### src/hdl/fexrg_pkg.sv
package fexrg_pkg;

  // Widths
  localparam int NPIN   = 8;
  localparam int AW     = 8;
  localparam int DW     = 32;
  localparam int RAM_AW = 4;
  localparam int RAM_N  = 16;

  // Register byte addresses
  localparam logic [AW-1:0] ADDR_CTRL      = 8'h00;
  localparam logic [AW-1:0] ADDR_STATUS    = 8'h04;
  localparam logic [AW-1:0] ADDR_WAKE_LOW  = 8'h08;
  localparam logic [AW-1:0] ADDR_WAKE_HIGH = 8'h0c;
  localparam logic [AW-1:0] ADDR_WAKE_TOG  = 8'h10;
  localparam logic [AW-1:0] ADDR_KEEP      = 8'h14;
  localparam logic [AW-1:0] ADDR_HOLD      = 8'h18;
  localparam logic [AW-1:0] ADDR_RAM_ADDR  = 8'h1c;
  localparam logic [AW-1:0] ADDR_RAM_DATA  = 8'h20;

  // Control register fields
  localparam int CTRL_REQ_BIT    = 0;
  localparam int CTRL_RETAIN_BIT = 1;
  localparam int CTRL_CLKSEL_BIT = 2;

  // Status register fields
  localparam int STAT_STATE_LSB = 0;
  localparam int STAT_DONE_BIT  = 2;
  localparam int STAT_VALID_BIT = 3;
  localparam int STAT_SIG_BIT   = 4;
  localparam int STAT_TOG_BIT   = 5;
  localparam int STAT_CAP_LSB   = 8;

  // Reset values
  localparam logic            RETAIN_RST = 1'h1;
  localparam logic            CLKSEL_RST = 1'h0;
  localparam logic [NPIN-1:0] MASK_RST   = 8'h00;

  // Pin capabilities: pin 7 is output only, pins 6 and 7 serve the processor subsystem
  localparam logic [NPIN-1:0] PIN_INPUT_MASK  = 8'h7f;
  localparam logic [NPIN-1:0] PIN_PERIPH_MASK = 8'hc0;

  // Timing
  localparam int PCLK_HZ        = 50_000_000;
  localparam int SLOW_OSC_HZ    = 1_000_000;
  localparam int FAST_OSC_HZ    = 50_000_000;
  localparam int PCLK_PERIOD_NS = 1_000_000_000 / PCLK_HZ;
  localparam int SLOW_DIV       = PCLK_HZ / SLOW_OSC_HZ;
  localparam int FAST_DIV       = PCLK_HZ / FAST_OSC_HZ;
  localparam int EXIT_TIME_NS   = 100;
  localparam int EXIT_CYCLES    = (EXIT_TIME_NS + PCLK_PERIOD_NS - 1) / PCLK_PERIOD_NS;
  localparam logic [5:0] SLOW_LAST = 6'(SLOW_DIV - 1);
  localparam logic [5:0] FAST_LAST = 6'(FAST_DIV - 1);
  localparam logic [3:0] EXIT_LAST = 4'(EXIT_CYCLES - 1);

  typedef enum logic [1:0] {
    ST_RUN,
    ST_ENTER,
    ST_FROZEN,
    ST_EXIT
  } fexrg_state_e;

  typedef struct packed {
    logic          psel;
    logic          penable;
    logic          pwrite;
    logic [AW-1:0] paddr;
    logic [DW-1:0] pwdata;
  } fexrg_apb_req_s;

  typedef struct packed {
    logic          pready;
    logic          pslverr;
    logic [DW-1:0] prdata;
  } fexrg_apb_rsp_s;

endpackage

### src/hdl/fexrg_ram.sv
`timescale 1ns/1ns
// Fabric block RAM model; contents have no reset and survive while en is low
module fexrg_ram
  import fexrg_pkg::*;
(
  input  wire logic              clk,     // Clock
  input  wire logic              en,      // Array powered and accessible
  input  wire logic              we,      // Write strobe
  input  wire logic [RAM_AW-1:0] addr,    // Word address
  input  wire logic [DW-1:0]     wdata,   // Write data
  output      logic [DW-1:0]     rdata_q  // Registered read data
);

  logic [DW-1:0] mem [RAM_N];

  // Array access only while enabled, so freeze leaves the contents alone
  always_ff @(posedge clk) begin
    if (en) begin
      if (we) begin
        mem[addr] <= wdata;
      end
      rdata_q <= mem[addr];
    end
  end

endmodule

### src/hdl/fexrg_top.sv
`timescale 1ns/1ns
module fexrg_top
  import fexrg_pkg::*;
(
  input  wire logic            pclk,              // System clock, 50 MHz
  input  wire logic            presetn,           // Async reset, active low
  input  wire fexrg_apb_req_s  apb_req,           // APB request from master
  output      fexrg_apb_rsp_s  apb_rsp,           // APB response
  input  wire logic [NPIN-1:0] pin_in,            // Pad input levels
  input  wire logic [NPIN-1:0] func_out,          // Functional pad output value
  input  wire logic [NPIN-1:0] func_oe,           // Functional pad output enable
  output      logic [NPIN-1:0] pin_out,           // Pad output value
  output      logic [NPIN-1:0] pin_oe,            // Pad output enable, high drives
  output      logic            freeze_exit_done,  // High outside freeze, user reset gate
  output      logic            standby_clk_sel,   // 1 selects fast standby oscillator
  output      logic            standby_tick,      // Standby clock enable pulse
  output      logic            ram_contents_valid // Block RAM data may be trusted
);

  // All state of the block apart from the RAM array lives in one record: d is the next value, q the register.
  // Pad controls and the bus answer sit in it too, so every output leaves a flip-flop
  // and no combinational path runs from the bus or the pads to a top-level port.
  typedef struct packed {
    fexrg_state_e    st;
    logic            freeze_req;
    logic            ram_retain;
    logic            clk_sel;
    logic [NPIN-1:0] wake_low;
    logic [NPIN-1:0] wake_high;
    logic [NPIN-1:0] wake_tog;
    logic [NPIN-1:0] keep_func;
    logic [NPIN-1:0] hold_sel;
    logic [NPIN-1:0] cap;
    logic [NPIN-1:0] hold_out;
    logic [NPIN-1:0] hold_oe;
    logic            wake_sig;
    logic            wake_chg;
    logic            ram_valid;
    logic [RAM_AW-1:0] ram_addr;
    logic [3:0]      exit_cnt;
    logic [5:0]      div_cnt;
    logic            tick;
    logic [NPIN-1:0] pout;
    logic [NPIN-1:0] poe;
    logic            done;
    fexrg_apb_rsp_s  rsp;
  } fexrg_regs_s;

  fexrg_regs_s   q;
  fexrg_regs_s   d;
  // Combinational helpers
  logic [DW-1:0] ram_rdata;
  logic          ram_we;
  logic          wr_take;
  logic          setup;
  logic          addr_ok;
  logic          sig_match;
  logic          sig_used;
  logic          tog_hit;
  logic          frozen_io;
  logic [NPIN-1:0] eff_out;
  logic [NPIN-1:0] eff_oe;
  logic [DW-1:0] rd_val;
  logic [DW-1:0] status_w;
  logic [RAM_AW-1:0] ram_addr_nx;
  logic          run_st;

  // The word address is looked up one cycle early, so a read placed straight after
  // an address write already sees the new word; the array itself has no lookahead
  assign run_st      = (q.st == ST_RUN);
  assign ram_addr_nx = (wr_take && (apb_req.paddr == ADDR_RAM_ADDR)) ?
                       apb_req.pwdata[RAM_AW-1:0] : q.ram_addr;

  // Block RAM is only powered while running; contents stay put while disabled
  fexrg_ram u_ram (
    .clk     (pclk),
    .en      (run_st),
    .we      (ram_we),
    .addr    (ram_addr_nx),
    .wdata   (apb_req.pwdata),
    .rdata_q (ram_rdata)
  );

  // Bus phases; access always completes in one cycle after setup.
  // A write is taken only at the edge where the answer stands, and only when that
  // answer carries no error, so a refused write leaves every register untouched.
  assign setup   = apb_req.psel & ~apb_req.penable;
  assign wr_take = apb_req.psel & apb_req.penable & q.rsp.pready & apb_req.pwrite
                   & (q.st == ST_RUN) & ~q.rsp.pslverr;
  assign ram_we  = wr_take & (apb_req.paddr == ADDR_RAM_DATA);

  // Wake decision: signature needs at least one configured pin, else it would fire at once
  // Signature pins must all match in the same cycle; toggle pins are compared with
  // the levels captured on the way in, so either edge direction counts.
  assign sig_used  = |(q.wake_low | q.wake_high);
  assign sig_match = sig_used & ~|(q.wake_low & pin_in)
                     & ~|(q.wake_high & ~pin_in);
  assign tog_hit   = |((pin_in ^ q.cap) & q.wake_tog);

  // Pads stay frozen through the exit delay and are handed back one cycle after done rises
  assign frozen_io = (q.st == ST_FROZEN) || (q.st == ST_EXIT);

  // Per pin pad control while frozen. Priority: kept pins first, then wake inputs
  // (never driven, they listen), then the held or tristated rest.
  genvar gi;
  generate
    // One copy per pad; nothing is shared between pins
    for (gi = 0; gi < NPIN; gi++) begin : g_pin
      always_comb begin
        if (!frozen_io || q.keep_func[gi]) begin
          eff_out[gi] = func_out[gi];
          eff_oe[gi]  = func_oe[gi];
        end else if (q.wake_low[gi] || q.wake_high[gi] || q.wake_tog[gi]) begin
          eff_out[gi] = 1'b0;
          eff_oe[gi]  = 1'b0;
        end else if (q.hold_sel[gi]) begin
          eff_out[gi] = q.hold_out[gi];
          eff_oe[gi]  = q.hold_oe[gi];
        end else begin
          eff_out[gi] = 1'b0;
          eff_oe[gi]  = 1'b0;
        end
      end
    end
  endgenerate

  // Status word
  // Read only; software polls it to see why the block woke
  always_comb begin
    status_w = '0;
    status_w[STAT_STATE_LSB +: 2]    = q.st;
    status_w[STAT_DONE_BIT]          = q.done;
    status_w[STAT_VALID_BIT]         = q.ram_valid;
    status_w[STAT_SIG_BIT]           = q.wake_sig;
    status_w[STAT_TOG_BIT]           = q.wake_chg;
    status_w[STAT_CAP_LSB +: NPIN]   = q.cap;
  end

  // Read mux and address decode
  // Reads have no side effects, so a refused or repeated read is harmless
  always_comb begin
    addr_ok = 1'b1;
    rd_val  = '0;
    case (apb_req.paddr)
      ADDR_CTRL: begin
        rd_val[CTRL_REQ_BIT]    = q.freeze_req;
        rd_val[CTRL_RETAIN_BIT] = q.ram_retain;
        rd_val[CTRL_CLKSEL_BIT] = q.clk_sel;
      end
      ADDR_STATUS:    rd_val = status_w;
      ADDR_WAKE_LOW:  rd_val[NPIN-1:0] = q.wake_low;
      ADDR_WAKE_HIGH: rd_val[NPIN-1:0] = q.wake_high;
      ADDR_WAKE_TOG:  rd_val[NPIN-1:0] = q.wake_tog;
      ADDR_KEEP:      rd_val[NPIN-1:0] = q.keep_func;
      ADDR_HOLD:      rd_val[NPIN-1:0] = q.hold_sel;
      ADDR_RAM_ADDR:  rd_val[RAM_AW-1:0] = q.ram_addr;
      ADDR_RAM_DATA:  rd_val = q.ram_valid ? ram_rdata : '0;
      default:        addr_ok = 1'b0;
    endcase
  end

  // Next state
  always_comb begin
    d = q;
    d.tick = 1'b0;

    // Bus response is prepared in the setup cycle and shown in the access cycle
    // Outside a setup the answer is cleared, so ready is a single-cycle pulse
    d.rsp.pready  = setup;
    d.rsp.pslverr = 1'b0;
    d.rsp.prdata  = '0;
    if (setup) begin
      // Configuration is locked while frozen so pads cannot change under the user
      d.rsp.pslverr = ~addr_ok | (apb_req.pwrite & (q.st != ST_RUN));
      d.rsp.prdata  = apb_req.pwrite ? '0 : rd_val;
    end

    case (q.st)
      ST_RUN: begin
        // Done falls on the very edge that leaves RUN, before any pad is frozen
        d.done = 1'b1;
        if (q.freeze_req) begin
          d.st         = ST_ENTER;
          d.freeze_req = 1'b0;
          d.done       = 1'b0;
        end
      end
      ST_ENTER: begin
        // Capture levels before power is cut
        // Entry lasts one cycle; the standby divider restarts from zero
        d.cap      = pin_in;
        d.hold_out = func_out;
        d.hold_oe  = func_oe;
        d.wake_sig = 1'b0;
        d.wake_chg = 1'b0;
        d.div_cnt  = '0;
        d.st       = ST_FROZEN;
      end
      ST_FROZEN: begin
        // Standby clock enable from the chosen oscillator rate
        // In fast mode the last count is zero, so the tick stands every cycle
        if (q.div_cnt == (q.clk_sel ? FAST_LAST : SLOW_LAST)) begin
          d.div_cnt = '0;
          d.tick    = 1'b1;
        end else begin
          d.div_cnt = q.div_cnt + 6'h01;
        end
        // Both causes are recorded, so software can tell them apart after exit
        if (sig_match || tog_hit) begin
          d.wake_sig = sig_match;
          d.wake_chg = tog_hit;
          d.exit_cnt = '0;
          d.st       = ST_EXIT;
          // Sleeping arrays lose their words; the contents flag drops with the wake
          if (!q.ram_retain) begin
            d.ram_valid = 1'b0;
          end
        end
      end
      ST_EXIT: begin
        // Done rises only after the exit delay, so gated resets release cleanly
        // The counter is cleared at wake, so the delay is the same for every exit
        if (q.exit_cnt == EXIT_LAST) begin
          d.st   = ST_RUN;
          d.done = 1'b1;
        end else begin
          d.exit_cnt = q.exit_cnt + 4'h1;
        end
      end
      default: begin
        // Unreachable encodings fall back to running with done high
        d.st   = ST_RUN;
        d.done = 1'b1;
      end
    endcase

    // Software writes, after the hardware clear so a new request is not lost
    // Wake masks are cut to input-capable pins and the keep mask to peripheral pins,
    // so software cannot arm a pin the hardware could never honour.
    if (wr_take) begin
      case (apb_req.paddr)
        ADDR_CTRL: begin
          d.freeze_req = apb_req.pwdata[CTRL_REQ_BIT];
          d.ram_retain = apb_req.pwdata[CTRL_RETAIN_BIT];
          d.clk_sel    = apb_req.pwdata[CTRL_CLKSEL_BIT];
        end
        ADDR_WAKE_LOW:  d.wake_low  = apb_req.pwdata[NPIN-1:0] & PIN_INPUT_MASK;
        ADDR_WAKE_HIGH: d.wake_high = apb_req.pwdata[NPIN-1:0] & PIN_INPUT_MASK;
        ADDR_WAKE_TOG:  d.wake_tog  = apb_req.pwdata[NPIN-1:0] & PIN_INPUT_MASK;
        ADDR_KEEP:      d.keep_func = apb_req.pwdata[NPIN-1:0] & PIN_PERIPH_MASK;
        ADDR_HOLD:      d.hold_sel  = apb_req.pwdata[NPIN-1:0];
        ADDR_RAM_ADDR:  d.ram_addr  = apb_req.pwdata[RAM_AW-1:0];
        ADDR_RAM_DATA:  d.ram_valid = 1'b1;
        default:        d.ram_addr  = q.ram_addr;
      endcase
    end

    // Pad copies are registered here, one cycle behind the user's values
    d.pout = eff_out;
    d.poe  = eff_oe;
  end

  // State register; reset loads constants only, so release has no ordering hazard.
  // Done comes up high so that user resets behind it are free right after reset.
  always_ff @(posedge pclk or negedge presetn) begin
    if (!presetn) begin
      q            <= '0;
      q.st         <= ST_RUN;
      q.ram_retain <= RETAIN_RST;
      q.clk_sel    <= CLKSEL_RST;
      q.wake_low   <= MASK_RST;
      q.wake_high  <= MASK_RST;
      q.wake_tog   <= MASK_RST;
      q.keep_func  <= MASK_RST;
      q.hold_sel   <= MASK_RST;
      q.ram_valid  <= 1'b0;
      q.done       <= 1'b1;
    end else begin
      q <= d;
    end
  end

  // Outputs straight from the state register
  // No logic between register and port, so no glitch reaches user resets
  assign apb_rsp            = q.rsp;
  assign pin_out            = q.pout;
  assign pin_oe             = q.poe;
  assign freeze_exit_done   = q.done;
  assign standby_clk_sel    = q.clk_sel;
  assign standby_tick       = q.tick;
  assign ram_contents_valid = q.ram_valid;

endmodule

### config.mk
export PLATFORM = sky130hd
export DESIGN_NAME = fexrg_top
export DESIGN_NICKNAME = d
export VERILOG_FILES = /design/src/hdl/fexrg_pkg.sv /design/src/hdl/fexrg_ram.sv /design/src/hdl/fexrg_top.sv
export SDC_FILE = /design/constraint.sdc
export NUM_CORES = 1
export LEC_CHECK = 0
export ABC_CLOCK_PERIOD_IN_PS = 15000
export CAP_MARGIN = 5
export CORE_MARGIN = 5
export CORE_UTILIZATION = 50
export DETAILED_ROUTE_END_ITERATION = 10
export DONT_BUFFER_PORTS = 1
export PLACE_DENSITY = 0.69
export SLEW_MARGIN = 15
export SYNTH_ARGS = -nofsm -noshare
export SYNTH_HDL_FRONTEND = slang
export SYNTH_HIERARCHICAL = 1
export SYNTH_SLANG_ARGS = --single-unit
### constraint.sdc
create_clock -name pclk -period 15 [get_ports pclk]
set_input_delay 0.75 -clock pclk [delete_from_list [all_inputs] [get_ports pclk]]
set_output_delay 0.75 -clock pclk [all_outputs]
set_load 0.02 [all_outputs]
After elaboration in Yosys (flattened, before gate mapping):

Memory sizes are Yosys's and may differ from the RTL's. A register that Yosys moved wholly into a read port is not among the register bits.
Index checks and enable logic that the tools add are counted.

* input bits: 69
* memories: 1
* bits in writable memories: 512
* register bits after elaboration: 129
* output and inout bits: 54
* logic and storage cells: 197

Memory list
* u_ram.mem: words 16, bits a word 32, read ports 1, clocked after Yosys merged registers in 1, wr ports 1, line fexrg_ram.sv:14 `logic [DW-1:0] mem [RAM_N];`

* reductions and logical operators: 44
* equality and inequality tests: 17
* bitwise gates (word level): 20
* mux-type cells: 88
* $add $sub $neg: 2

Operators with widths (count)
* 32-bit 2-to-1 mux: 2
* 1-bit 2-to-1 mux: 58
* 24-bit one-hot mux with 2 select lines: 1
* 43-bit 2-to-1 mux: 1
* 33-bit 2-to-1 mux: 1
* 8-bit by 5-bit equality test with 1-bit output (second input constant): 4
* 8-bit OR reduction: 4
* 4-bit one-hot mux with 7 select lines: 1
* 3-bit one-hot mux with 8 select lines: 1
* 7-bit 2-to-1 mux: 3
* 1-bit logical OR: 18
* 2-bit AND reduction: 9
* 7-bit by 8-bit bitwise AND with 8-bit output: 2
* 8-bit by 4-bit equality test with 1-bit output (second input constant): 2
* 4-bit 2-to-1 mux: 4
* 8-bit 2-to-1 mux: 2
* 6-bit 2-to-1 mux: 2
* 6-bit one-hot mux with 2 select lines: 1
* 1-bit bitwise AND: 10
* 3-bit 2-to-1 mux: 3
* 9-bit OR reduction: 1
* 8-bit by 7-bit bitwise AND with 8-bit output: 1
* 8-bit by 3-bit equality test with 1-bit output (second input constant): 1
* 8-bit by 6-bit equality test with 1-bit output (second input constant): 1
* other kinds (26): 38

Depth between registers and ports, before layout:

Gate-level depths: netlist of run 1.

* word-level depth: 10
* mapped depth: 12
* gate-level depth less buffers: 9

Cells and area by module:

The synthesis of run 1 kept the hierarchy.

Modules (own cells, without submodules)
* fexrg_ram: cells each 843, area an instance 20211.9 um2, times used 1
* fexrg_top: cells each 525, area an instance 6168.4 um2, times used 1

Least setup slack after synthesis of run 1:

OpenSTA, ideal clock, no wires.

* path type: register -> register
* start: register q[136] (netlist bit)
* end: memory u_ram.mem[0][0] (enable)
* clock period less this slack: 6.417 ns
* stages on the path, launching flop included: 12
* data arrival time: 5.956 ns
* slack: 8.583 ns
* setup time: 0.461 ns
* required time: 14.539 ns
* cells stage by stage: dfrtp_1 inv_1 ha_1 nand4_1 nor3b_1 nand4_1 mux2_2 clkbuf_1 buf_6 buf_4 or3_1 nor3_1

* elaborated cells on any way between the ends: 9
* those cells by class: 4 x mux; 3 x bitwise; 2 x reduce/logical

RTL lines
* start: declaration: line fexrg_top.sv:49 `fexrg_regs_s q;`
* 2-bit logical NOT: line fexrg_top.sv:70 `assign run_st = (q.st == ST_RUN);`
* net run_st: line fexrg_top.sv:66 `logic run_st;`
* 1-bit bitwise AND (2 in series): line fexrg_top.sv:89 `& (q.st == ST_RUN) & ~q.rsp.pslverr;`
* 1-bit logical AND: line fexrg_top.sv:71 `assign ram_addr_nx = (wr_take && (apb_req.paddr == ADDR_RAM_ADDR)) ?`
* 4-bit 2-to-1 mux: line fexrg_top.sv:71
* net ram_addr_nx[0]: line fexrg_top.sv:65 `logic [RAM_AW-1:0] ram_addr_nx;`
* end: declaration: line fexrg_ram.sv:14

The timed path passes the listed nets, and every way through them passes these cells.

Final worst setup path of run 1:

* start: input apb_req[39] (netlist bit)
* end: register u_ram.rdata_q[13], read port of u_ram.mem, data pin

* word-level cells in the longest chain between the ends: 3

RTL lines
* start: declaration: line fexrg_top.sv:7 `input wire fexrg_apb_req_s apb_req,`
* 8-bit by 5-bit equality test with 1-bit output: line fexrg_top.sv:71
* 1-bit logical AND: line fexrg_top.sv:71
* 4-bit 2-to-1 mux: line fexrg_top.sv:71
* net ram_addr_nx[0]: line fexrg_top.sv:65
* end: declaration: line fexrg_ram.sv:11 `output logic [DW-1:0] rdata_q`

The timed path passes the listed nets, and every way through them passes these cells.
A chain may end at the register's enable or synchronous reset.

==> results of run 1 <==
## power breakdown
group	internal (W)	switching [W]	leakage (nW)
sequential	0.00212	0.0000785	6.62
combinational	0.0000935	0.000148	2.02
clock	0.00102	0.000702	1.13
total	0.00324	0.000929	9.76
## final cells by class
type                    instances  share of cell area (%)
multi-input cells             569                    21.3
repair buffers                 25                   0.822
clock buffers                  86                    6.48
flip-flops and latches        673                    66.9
inverters                      12                   0.154
well taps                     688                    2.94
clock inverters                37                    1.40
## logic make-up (layout without fill, tap and decap cells)
group                    count (synthesis)  count (layout)
flip-flops                             673             673
buffers and inverters                  126             160
XOR/XNOR                                 9               9
AND/OR/NAND/NOR                        189             189
multiplexers                           203             203
AO/OA/AOI/OAI                          161             161
adder cells (fa/ha/maj)                  7               7
## metrics by stage
stage | setup slack, ns | utilization [%] | power [W] | area, um2 | cells
detailed placement | 8.92 | 51.3 | 0.00247 | 26900 | 1966
global placement | 9.03 | 51.2 | 0.00246 | 26900 | 1964
CTS | 9.52 | 55.7 | 0.00420 | 29200 | 2090
finish | 9.67 | 55.7 | 0.00416 | 29200 | 2090
floorplan | 8.58 | - | 0.00241 | 26400 | 1368
global route | 9.16 | 55.7 | 0.00431 | 29200 | 2090
## synthesized netlist by cell type (5+ instances only)
master / count
buf_2: 13
edfxtp_1: 544
and2_1: 20
a21oi_1: 12
a2bb2oi_1: 5
buf_6: 9
o21ai_0: 11
o22ai_1: 5
inv_1: 12
nor4_1: 9
clkbuf_1: 38
a22o_1: 16
xor2_1: 8
mux2_2: 63
nand3_1: 10
ha_1: 7
nand4_1: 5
a22oi_1: 81
nand2b_1: 11
mux4_2: 128
nand2_1: 58
nor2_1: 37
buf_4: 53
mux2i_1: 12
nor2b_1: 5
dfrtp_1: 127
nor3_1: 10
## sequential cells by signal (all words and copies together) (netlist names)
signal and flops:
u_ram/mem 512, q 75, apb_rsp 34, u_ram/rdata_q 32, pin_oe 8, pin_out 8
freeze_exit_done 1, ram_contents_valid 1, standby_clk_sel 1, standby_tick 1
## critical path, stage by stage
cell,delay (ns)
or4_1,0.71
nor2_1,0.42
nand4_1,0.35
mux2_8,0.69
buf_4,0.78
buf_4,0.86
mux4_2,0.60
a22oi_1,0.29
nand2_1,0.10
## routing by layer
metal / vias to the layer above / GRT usage, %
li1: 5441 / -
met1: 6838 / 28.6
met2: 457 / 32.4
met3: 68 / 5.04
met4: 0 / 4.27
met5: - / 0
## worst min path at each step
stage / slack (ns) / endpoint / startpoint
after CTS: 0.14 / apb_rsp[17] / presetn
after floorplan: 0.43 / apb_rsp[16] / u_ram/rdata_q[16]
after detailed placement: 0.44 / apb_rsp[27] / u_ram/rdata_q[27]
after global placement: 0.44 / apb_rsp[21] / u_ram/rdata_q[21]
after global routing: 0.17 / apb_rsp[19] / presetn
final: 0.07 / apb_rsp[17] / presetn
## what timing repair did
action                                 CTS  global route
endpoints found under the hold margin  129             0
gates resized for setup                  0             0
hold buffers                             1             0
==> metrics.md, run 1 <==
| Metric | Value |
|---|---|
| Worst vdd ir | 0.107 mV |
| Worst R2R Start | q[136] |
| Antenna violations before repair | 1 |
| Clock Sinks | 673 |
| Top_reg_cell synth | edfxtp_1 |
| Synth Register Bits | 673 |
| FF-to-FF path depth | 12 |
| Synthesis Warnings | 6 |
| # DRC | 0 |
| GRT Residual Overflow | 0 |
| Min Tclk post-route | 5.33 ns |
| Worst-path clk slew | 0.06 ns |
| Post-Synth XOR/XNOR Area | 0.299% |
| Pwr per Cell Area | 142 nW/um2 |
| Critical R2R Capture | u_ram/rdata_q[13] |
| Synth-to-Final Area Change | 10.8% |
| CP Capture Type | flop |
| Period utilisation layout | 35.5% |
| Starting density of the core | 50.3% |
| Root Buffer | clkbuf_16 |
| Die Wd | 240 um |
| Routability Congestion | 0.871 |
| Fraction of layout cells with a size suffix above 1 | 25.7% |
| Hold Slack | 0.0666 ns |
| Gr usage total | 20.1% |
| DP HPWL | 33.4 mm |
| WL met3 | 4.64 mm |
| Final setup fails | 0 |
| Clock buffer depth | 3 |
| Final Max Tran Viols | 0 |
| Length of the first detailed-routing pass in iterations | 5 |
| Post-DR vias/cell | 6.13 |
| Commonest cells after routing, fill and taps aside | edfxtp_1, mux4_2, dfrtp_1 |
| Mean Syn Cell Area | 19.3 um2 |
| R2R Setup Slk | 9.70 ns |
| Fmax | 188 MHz |
| Worst Max-Slew Pin Slew | 1.21 ns |
| Synth async-reset ratio | 19.2% |
| WL met2 | 28.1 mm |
| DIE AREA | 57500 um2 |
| Max Cap Viol | 0 |
| Post-CTS Setup Inserts | 0 |
| First-pass GRT wire length | 86.4 mm |
| Met1 WL | 23.6 mm |
| Yosys cell types | 61 |
| WP data arrival | 5.66 ns |
| Fillers | 3873 |
| Synth Instances | 1368 |
| Routed wire length | 57.2 mm |
| RSZ-0062 raised after global routing | false |
| Final Skew | 0.0288 ns |
| Total negative slack | 0 ns |
| DIE HEIGHT | 240 um |
| Number of global-route vias before repair | 13200 |
| Total vias in the final route | 12800 |
| Area share of the largest cell type after synthesis | 61.9% |
| Cell taking the most area after synthesis | edfxtp_1 |
| Core Rows | 84 |
| Multi-input logic area | 6220 um2 |
| Largest family of logic cells by synthesized area | multiplexers |
| Avg WL per Cell | 27.4 um |
| I/O Pins | 123 |
| Top Metal Used | met4 |
| Mapped cell area | 26400 um2 |
| Post-DRT Antenna Nets | 0 |
| Proportion of synthesized area in mux cells | 14.1% |
| Relative slew slack | 19.2% |
| Post-synthesis adder-cell area fraction | 0.332% |
| Post-synth EDFFs | 544 |
| CP startpoint | apb_req[39] |
| Startpoint types | primary input |
| Sequential cell area | 19600 um2 |
| Pin count of the biggest net entering global routing | 130 |
| Status | completed |
| CP required | 15.34 ns |
| Post-Synth Simple-Gate Area | 3.71% |
| Clock Latency Late Sink | 0.60 ns |
| Crit path to | u_ram/rdata_q[13] |
| Crit path kind | in -> reg |
| Net Count, Synth | 1444 |
| Seq/Total Area, Yosys | 74.2% |
| DRT iter0 DRCs | 1086 |
| Core Region | 52400 um2 |
| Hold Crit Class | in -> async |
| Most common cell after layout, fill and taps aside | edfxtp_1 |
| Num CTS Buffers | 69 |
| Layout Nets | 1426 |
| Static leakage power | 9.76 nW |
| CTS tree | built |
| I/O Buffers | 0 |
| ANT cells | 0 |
| Final hold violation count | 0 |
| Worst Path Max Fanout | 47 |
| CTS HTree Levels | 3 |
| Synth top area cells | edfxtp_1, dfrtp_1, mux4_2 |
| Synth Area in Compound Gates | 4.55% |
Note: power is estimated with default switching activity, not from simulation.
==> run 2: changes to the inputs <==
--- a/config.mk
+++ b/config.mk
@@ -5,7 +5,8 @@
 export SDC_FILE = /design/constraint.sdc
 export NUM_CORES = 1
 export LEC_CHECK = 0
-export ABC_CLOCK_PERIOD_IN_PS = 15000
+export ABC_AREA = 1
+export ABC_CLOCK_PERIOD_IN_PS = 5100
 export CAP_MARGIN = 5
 export CORE_MARGIN = 5
 export CORE_UTILIZATION = 50
==> constraint.sdc (replaced) <==
create_clock -name pclk -period 5.1 [get_ports pclk]
set_input_delay 0.255 -clock pclk [delete_from_list [all_inputs] [get_ports pclk]]
set_output_delay 0.255 -clock pclk [all_outputs]
set_load 0.02 [all_outputs]
==> metrics.md, run 2 <==
| Metric | Value |
|---|---|
| Worst Path Max Fanout | 55 (+17%) |
| Post-synth top cells | nand2_1, edfxtp_1, inv_1 |
| Total vias in the final route | 19300 (+51%) |
| Root Buffer | clkbuf_16 |
| Mean Syn Cell Area | 10.1 um2 (-48%) |
| Seq/Total Area, Yosys | 67.8% (-6.4 points) |
| Starting density of the core | 50.2% (-0.059 points) |
| Largest register FFs | 512 (unchanged) |
| Hold Crit Class | in -> reg |
| Total Power | 0.0123 W (+200%) |
| Synthesis Warnings | 6 (unchanged) |
| CP required | 5.36 ns (-9.98 ns) |
| Post-DRT Antenna Nets | 0 (unchanged) |
| CTS HTree Levels | 3 (unchanged) |
| Final Max Tran Viols | 0 (unchanged) |
| CTS tree | built |
| DIE HEIGHT | 250 um (+4.4%) |
| Internal power | 0.00942 W (+190%) |
| Fmax | 229 MHz |
| Post-CTS Setup Inserts | 0 (unchanged) |
| Routed wire length | 70.5 mm (+23%) |
| Routability Congestion | 0.875 (+0.48%) |
| Period utilisation layout | 85.6% |
| Gr usage total | 22.2% (+2.1 points) |
| Clock Latency Late Sink | 0.60 ns (about the same) |
| Yosys cell types | 38 (-38%) |
| Net Count, Synth | 2931 (+100%) |
| Area share of the largest cell type after synthesis | 56.6% (-5.4 points) |
| Clock buffer depth | 3 (unchanged) |
| Synth Instances | 2855 (+110%) |
| Dpl cells | 3491 (+78%) |
| Core Rows | 88 (+4.8%) |
| Status | completed |
| Synth top area cells | edfxtp_1, nand2_1, dfrtp_1 |
| Biggest register | u_ram/mem |
| Cell taking the most area after synthesis | edfxtp_1 |
| Total negative slack | 0 ns (unchanged) |
| Crit path kind | reg -> reg |
| Worst vdd ir | 0.316 mV (+200%) |
| Gate power share | 6.4% (+0.6 points) |
| I/O Pins | 123 (unchanged) |
| Mapped cell area | 28900 um2 (+9.5%) |
| Static leakage power | 13.5 nW (+38%) |
| Avg WL per Cell | 19.1 um (-30%) |
| WP data arrival | 4.63 ns (-1.03 ns) |
| Min Tclk post-route | 4.37 ns |
| Clk network pwr share | 40.5% (-0.9 points) |
| Final hold violation count | 0 (unchanged) |
| Final cell count without fillers | 3684 (+76%) |
| Cts hold-fix bufs | 63 (+62) |
| Number of global-route vias before repair | 18800 (+42%) |
| Post-CTS resize count | 0 (unchanged) |
| # DRC | 0 (unchanged) |
| Sequential share of power | 53.0% (+0.2 points) |
| Clock Sinks | 673 (unchanged) |
| First-pass GRT wire length | 110 mm (+27%) |
| Total net switching power | 0.00288 W (+210%) |
| Final Skew | 0.0242 ns (-0.00460 ns) |
| Worst-path clk slew | 0.06 ns (about the same) |
| Pwr per Cell Area | 383 nW/um2 (+170%) |
| Fraction of layout cells with a size suffix above 1 | 6.52% (-19 points) |
| Sw frac | 23.4% (+1.1 points) |
| Pin count of the biggest net entering global routing | 216 (+66%) |
| Synth-to-Final Area Change | 11.1% |
| Die Wd | 250 um (+4.4%) |
| Core Region | 57500 um2 (+9.6%) |
| Relative slew slack | 20.6% (+1.4 points) |
| Layout Nets | 2939 (+110%) |
| Post-DR vias/cell | 5.23 (-15%) |
| Final setup fails | 0 (unchanged) |
| I/O Buffers | 0 (unchanged) |
| RSZ-0062 raised after global routing | false |
| Max Cap Viol | 0 (unchanged) |
| GRT Residual Overflow | 0 (unchanged) |
| Synth async-reset ratio | 19.2% (unchanged) |
| Worst Max-Slew Pin Slew | 1.19 ns (-0.0196 ns) |
| Startpoint types | flop |
| DIE AREA | 62700 um2 (+9.1%) |
| Most frequent cell after synthesis | nand2_1 |
| Most common cell after layout, fill and taps aside | nand2_1 |
| Num CTS Buffers | 72 (+4.3%) |
| Commonest cells after routing, fill and taps aside | nand2_1, edfxtp_1, inv_1 |
| Antenna violations before repair | 7 (+6) |
| Synth Register Bits | 673 (unchanged) |
| Post-synth EDFFs | 544 (unchanged) |
| Top_reg_cell synth | edfxtp_1 |
| DRT iter0 DRCs | 1883 (+73%) |
| DP HPWL | 41.7 mm (+25%) |
| CP Capture Type | flop |
| Length of the first detailed-routing pass in iterations | 6 (+1) |
run 2: power by group through the flow:
stage / clock [W] / sequential (W) / combinational (W)
final: 0.00499 / 0.00652 / 0.000790
after global routing: 0.00532 / 0.00654 / 0.000880
after CTS: 0.00508 / 0.00652 / 0.000794
after detailed placement: 0 / 0.00663 / 0.000666
after global placement: 0 / 0.00662 / 0.000636
after floorplan: 0 / 0.00644 / 0.000628
run 2: logic make-up after synthesis:
logic type / after synthesis / synth area share, %
adders and majority gates: 7 / 0.303
buffers and inverters: 297 / 5.72
AOI/OAI and AO/OA: 89 / 1.60
xor gates and xnor gates: 6 / 0.182
and+or+nand+nor: 1766 / 23.8
muxes: 17 / 0.659
DFF: 673 / 67.8
run 2: metal layers:
| layer | routed length (um) | track usage (%) | vias up |
|---|---|---|---|
| li1 | - | - | 9171 |
| met1 | 29300 | 30.6 | 9245 |
| met2 | 34200 | 36.7 | 715 |
| met3 | 5020 | 3.82 | 142 |
| met4 | 1980 | 6.74 | 6 |
| met5 | 34 | 0 | - |
run 2: worst max-delay path, cell delays in order (launching register included):
cell	delay (ns)
dfrtp_1	0.43
inv_1	0.11
ha_2	0.19
nand2_1	0.09
nor4_4	0.49
nand2_1	0.39
nand2_1	0.21
o21ai_4	0.13
inv_6	0.38
nand3_1	0.43
nor2_4	0.76
buf_4	0.42
run 2: stage by stage:
| step | worst slack [ns] | hold WS [ns] | area (um2) | utilization, % |
|---|---|---|---|---|
| 2_1_floorplan | 0.136 | -0.0406 | 28900 | - |
| 6_report | 0.735 | 0.0343 | 32100 | 55.8 |
| 3_3_place_gp | 0.865 | -0.0374 | 29200 | 50.8 |
| 4_1_cts | 0.749 | 0.00261 | 32100 | 55.8 |
| 3_5_place_dp | 0.763 | -0.0371 | 29200 | 50.8 |
| 5_1_grt | 0.523 | 0.0438 | 32100 | 55.8 |
run 2: final timing paths:
path / endpoint / slack, ns / depth (start not counted) / start
min in group asynchronous: q[111] / 0.30 / 2 / presetn
worst max-delay path: u_ram/mem[0][15] / 0.73 / 11 / q[136]
worst max register to register: u_ram/mem[0][15] / 0.73 / 11 / q[136]
max in group asynchronous: apb_rsp[16] / 4.27 / 2 / presetn
worst min register to register: q[67] / 0.49 / 2 / q[67]
worst min-delay path: ram_contents_valid / 0.03 / 4 / apb_req[41]
run 2: final cells by class:
type,instances,area (um2)
clock buffers,96,1970
inverters,132,503
repair buffers,99,981
well taps,765,957
fillers,4869,25400
diodes,4,10.0
clock inverters,30,267
multi-input cells,1885,7820
flip-flops and latches,673,19600
==> run 3: changes to the inputs <==
--- a/config.mk
+++ b/config.mk
@@ -7,14 +7,15 @@
 export LEC_CHECK = 0
 export ABC_AREA = 1
 export ABC_CLOCK_PERIOD_IN_PS = 5100
+export BUFFER_PORTS_ARGS = -buffer_cell sky130_fd_sc_hd__buf_2
 export CAP_MARGIN = 5
 export CORE_MARGIN = 5
 export CORE_UTILIZATION = 50
 export DETAILED_ROUTE_END_ITERATION = 10
-export DONT_BUFFER_PORTS = 1
-export PLACE_DENSITY = 0.69
+export PLACE_DENSITY = 0.71
 export SLEW_MARGIN = 15
 export SYNTH_ARGS = -nofsm -noshare
 export SYNTH_HDL_FRONTEND = slang
 export SYNTH_HIERARCHICAL = 1
 export SYNTH_SLANG_ARGS = --single-unit
+export TNS_END_PERCENT = 20
==> constraint.sdc (replaced) <==
create_clock -name pclk -period 5.1 [get_ports pclk]
set_input_delay 0.51 -clock pclk [delete_from_list [all_inputs] [get_ports pclk]]
set_output_delay 0.51 -clock pclk [all_outputs]
set_load 0.02 [all_outputs]
==> metrics.md, run 3 (same netlist as run 2, synthesis figures left out) <==
| Metric | Value |
|---|---|
| Clock Latency Late Sink | 0.60 ns (about the same) |
| GRT Residual Overflow | 0 (unchanged) |
| Clk network pwr share | 40.1% (-0.4 points) |
| Worst Path Max Fanout | 46 (-16%) |
| Clock buffer depth | 3 (unchanged) |
| Avg WL per Cell | 18.8 um (-2.0%) |
| Final Max Tran Viols | 0 (unchanged) |
| I/O Buffers | 122 (+122) |
| I/O Pins | 123 (unchanged) |
| Final Skew | 0.0173 ns (-0.00693 ns) |
| Worst R2R Start | q[136] |
| Length of the first detailed-routing pass in iterations | 5 (-1) |
| CP startpoint | q[136] |
| WP data arrival | 4.04 ns (-0.59 ns) |
| Period utilisation layout | 73.6% (-12 points) |
| Routability Congestion | 0.908 (+3.8%) |
| Fillers | 4798 (-1.5%) |
| Largest register FFs | 512 (unchanged) |
| DRT iter0 DRCs | 1726 (-8.3%) |
| Post-DR vias/cell | 5.25 (+0.24%) |
| Routed wire length | 70.2 mm (-0.43%) |
| Delay-heaviest family, CP | simple AND/OR/NAND/NOR gates |
| CP Capture Type | flop |
| Total negative slack | 0 ns (unchanged) |
| Min Tclk post-route | 3.75 ns (-0.611 ns) |
| Post-DRT Antenna Nets | 0 (unchanged) |
| Max stage delay on crit path | 0.62 ns (-0.14 ns) |
| # DRC | 0 (unchanged) |
| Status | completed |
| Crit-path most repeated cell | nand2_1 |
| Biggest register | u_ram/mem |
| Hold Slack | 0.140 ns (+0.105 ns) |
| Worst Max-Slew Pin Slew | 1.06 ns (-0.129 ns) |
| Crit-path cells | inv_1 -> ha_2 -> nand2_1 -> nor4_4 -> buf_4 -> nand2_1 -> nand2_1 -> o21ai_4 -> inv_6 -> nand3_1 -> nor2_4 -> buf_12 |
| Hold_sp | func_out[5] |
| Worst path depth | 12 (+1) |
| Gate power share | 7.4% (+1.0 points) |
| CP required | 5.39 ns (+0.03 ns) |
| Total Power | 0.0122 W (-0.42%) |
| Gr usage total | 22.2% (-0.023 points) |
| Sequential share of power | 52.5% (-0.5 points) |
| Die Wd | 250 um (unchanged) |
| Static leakage power | 13.8 nW (+2.3%) |
| Worst path bufs/invs | 4 (+1) |
| DIE HEIGHT | 250 um (unchanged) |
| Total vias in the final route | 19600 (+1.8%) |
| Fmax | 266 MHz (+16%) |
| Startpoint types | flop |
| Hold Crit Class | in -> reg |
| Critical R2R Capture | u_ram/mem[4][6] |
| CTS HTree Levels | 3 (unchanged) |
| Fraction of layout cells with a size suffix above 1 | 10.5% (+4.0 points) |
| Worst-path clk slew | 0.06 ns (about the same) |
| Final hold violation count | 0 (unchanged) |
| Internal power | 0.00941 W (-0.12%) |
| Total net switching power | 0.00284 W (-1.4%) |
| Design Area, Final | 32100 um2 (+0.19%) |
| Post-CTS resize count | 0 (unchanged) |
| DP HPWL | 41.2 mm (-1.3%) |
| Pwr per Cell Area | 381 nW/um2 (-0.61%) |
| Root Buffer | clkbuf_16 |
| FF-to-FF path depth | 12 (+1) |
| Synth-to-Final Area Change | 11.3% |
| DIE AREA | 62700 um2 (unchanged) |
| Most common cell after layout, fill and taps aside | nand2_1 |
| Crit path to | u_ram/mem[4][6] |
| Core Region | 57500 um2 (unchanged) |
| Crit path kind | reg -> reg |
| Sw frac | 23.2% (-0.23 points) |
| RSZ-0062 raised after global routing | false |
| Antenna violations before repair | 4 (-3) |
| Starting density of the core | 50.2% (unchanged) |
| Core Rows | 88 (unchanged) |
| Dpl cell area | 29900 um2 (+2.6%) |
| First-pass GRT wire length | 110 mm (-0.29%) |
| Num CTS Buffers | 69 (-4.2%) |
| Number of global-route vias before repair | 19300 (+2.6%) |
| Layout Nets | 3000 (+2.1%) |
| R2R Setup Slk | 1.35 ns (+0.61 ns) |
| Worst vdd ir | 0.285 mV (-10%) |
| Max Cap Viol | 0 (unchanged) |
| Commonest cells after routing, fill and taps aside | nand2_1, edfxtp_1, inv_1 |
| CTS tree | built |
| Final setup fails | 0 (unchanged) |
| Post-CTS Setup Inserts | 0 (unchanged) |
| Relative slew slack | 29.2% (+8.6 points) |
| Slowest CP cell | nor2_4 |
| Clock Sinks | 673 (unchanged) |
| Cts hold-fix bufs | 1 (-98%) |
| Pin count of the biggest net entering global routing | 168 (-22%) |
[run 3: cell types whose count changed in the layout (fill, tap and decap cells not counted), sizes merged]
cell         before  now
buf              37  162
bufinv            4    3
clkbuf           96  101
clkinv           21   14
clkinvlp          2    3
diode             4    2
dlygate4sd3      62    1
inv             135  133
[run 3: worst min path at each step]
stage | cells past startpoint | slack, ns | endpoint
CTS | 3 | 0.11 | pin_out[0]
finish | 3 | 0.14 | pin_out[5]
detailed placement | 2 | 0.47 | q[67]
global placement | 2 | 0.47 | q[67]
floorplan | 0 | 0.21 | apb_rsp[0]
global route | 3 | 0.15 | pin_out[3]
[run 3: area by class of cell]
class / instances / area [um2] / share of cell area [%]
tap: 765 / 957 / 2.98
multi-input combinational: 1885 / 7820 / 24.3
timing repair buffer: 163 / 1090 / 3.39
clock inverter: 21 / 188 / 0.584
sequential: 673 / 19600 / 60.9
clock buffer: 101 / 2010 / 6.26
inverter: 132 / 503 / 1.56
antenna: 2 / 5.00 / 0.0156
[run 3: routing by layer]
metal | up-vias | GRT usage [%] | share of wire [%]
met5 | - | 0 | 0.019
met4 | 2 | 8.75 | 3.8
met3 | 166 | 3.72 | 7.1
met2 | 797 | 37.0 | 49
met1 | 9380 | 29.5 | 41
li1 | 9285 | - | -
[run 3: tightest hold or removal path: stages]
cell	delay, ns
buf_2	0.09
nand2_1	0.04
o21ai_0	0.06
[run 3: power groups by stage]
| stage | clock network [W] | registers (W) | logic (W) |
|---|---|---|---|
| finish | 0.00491 | 0.00643 | 0.000912 |
| global route | 0.00523 | 0.00645 | 0.00101 |
| CTS | 0.00502 | 0.00642 | 0.000918 |
| detailed placement | 0 | 0.00653 | 0.000912 |
| global placement | 0 | 0.00652 | 0.000882 |
| floorplan | 0 | 0.00644 | 0.000628 |
[run 3: per-stage QoR]
stage	setup WS (ns)	util (%)	cells
2_1_floorplan	0.136	-	2855
3_3_place_gp	1.24	52.1	3617
3_5_place_dp	1.08	52.1	3617
4_1_cts	1.31	55.9	3740
5_1_grt	1.16	55.9	3741
6_report	1.35	55.9	3742
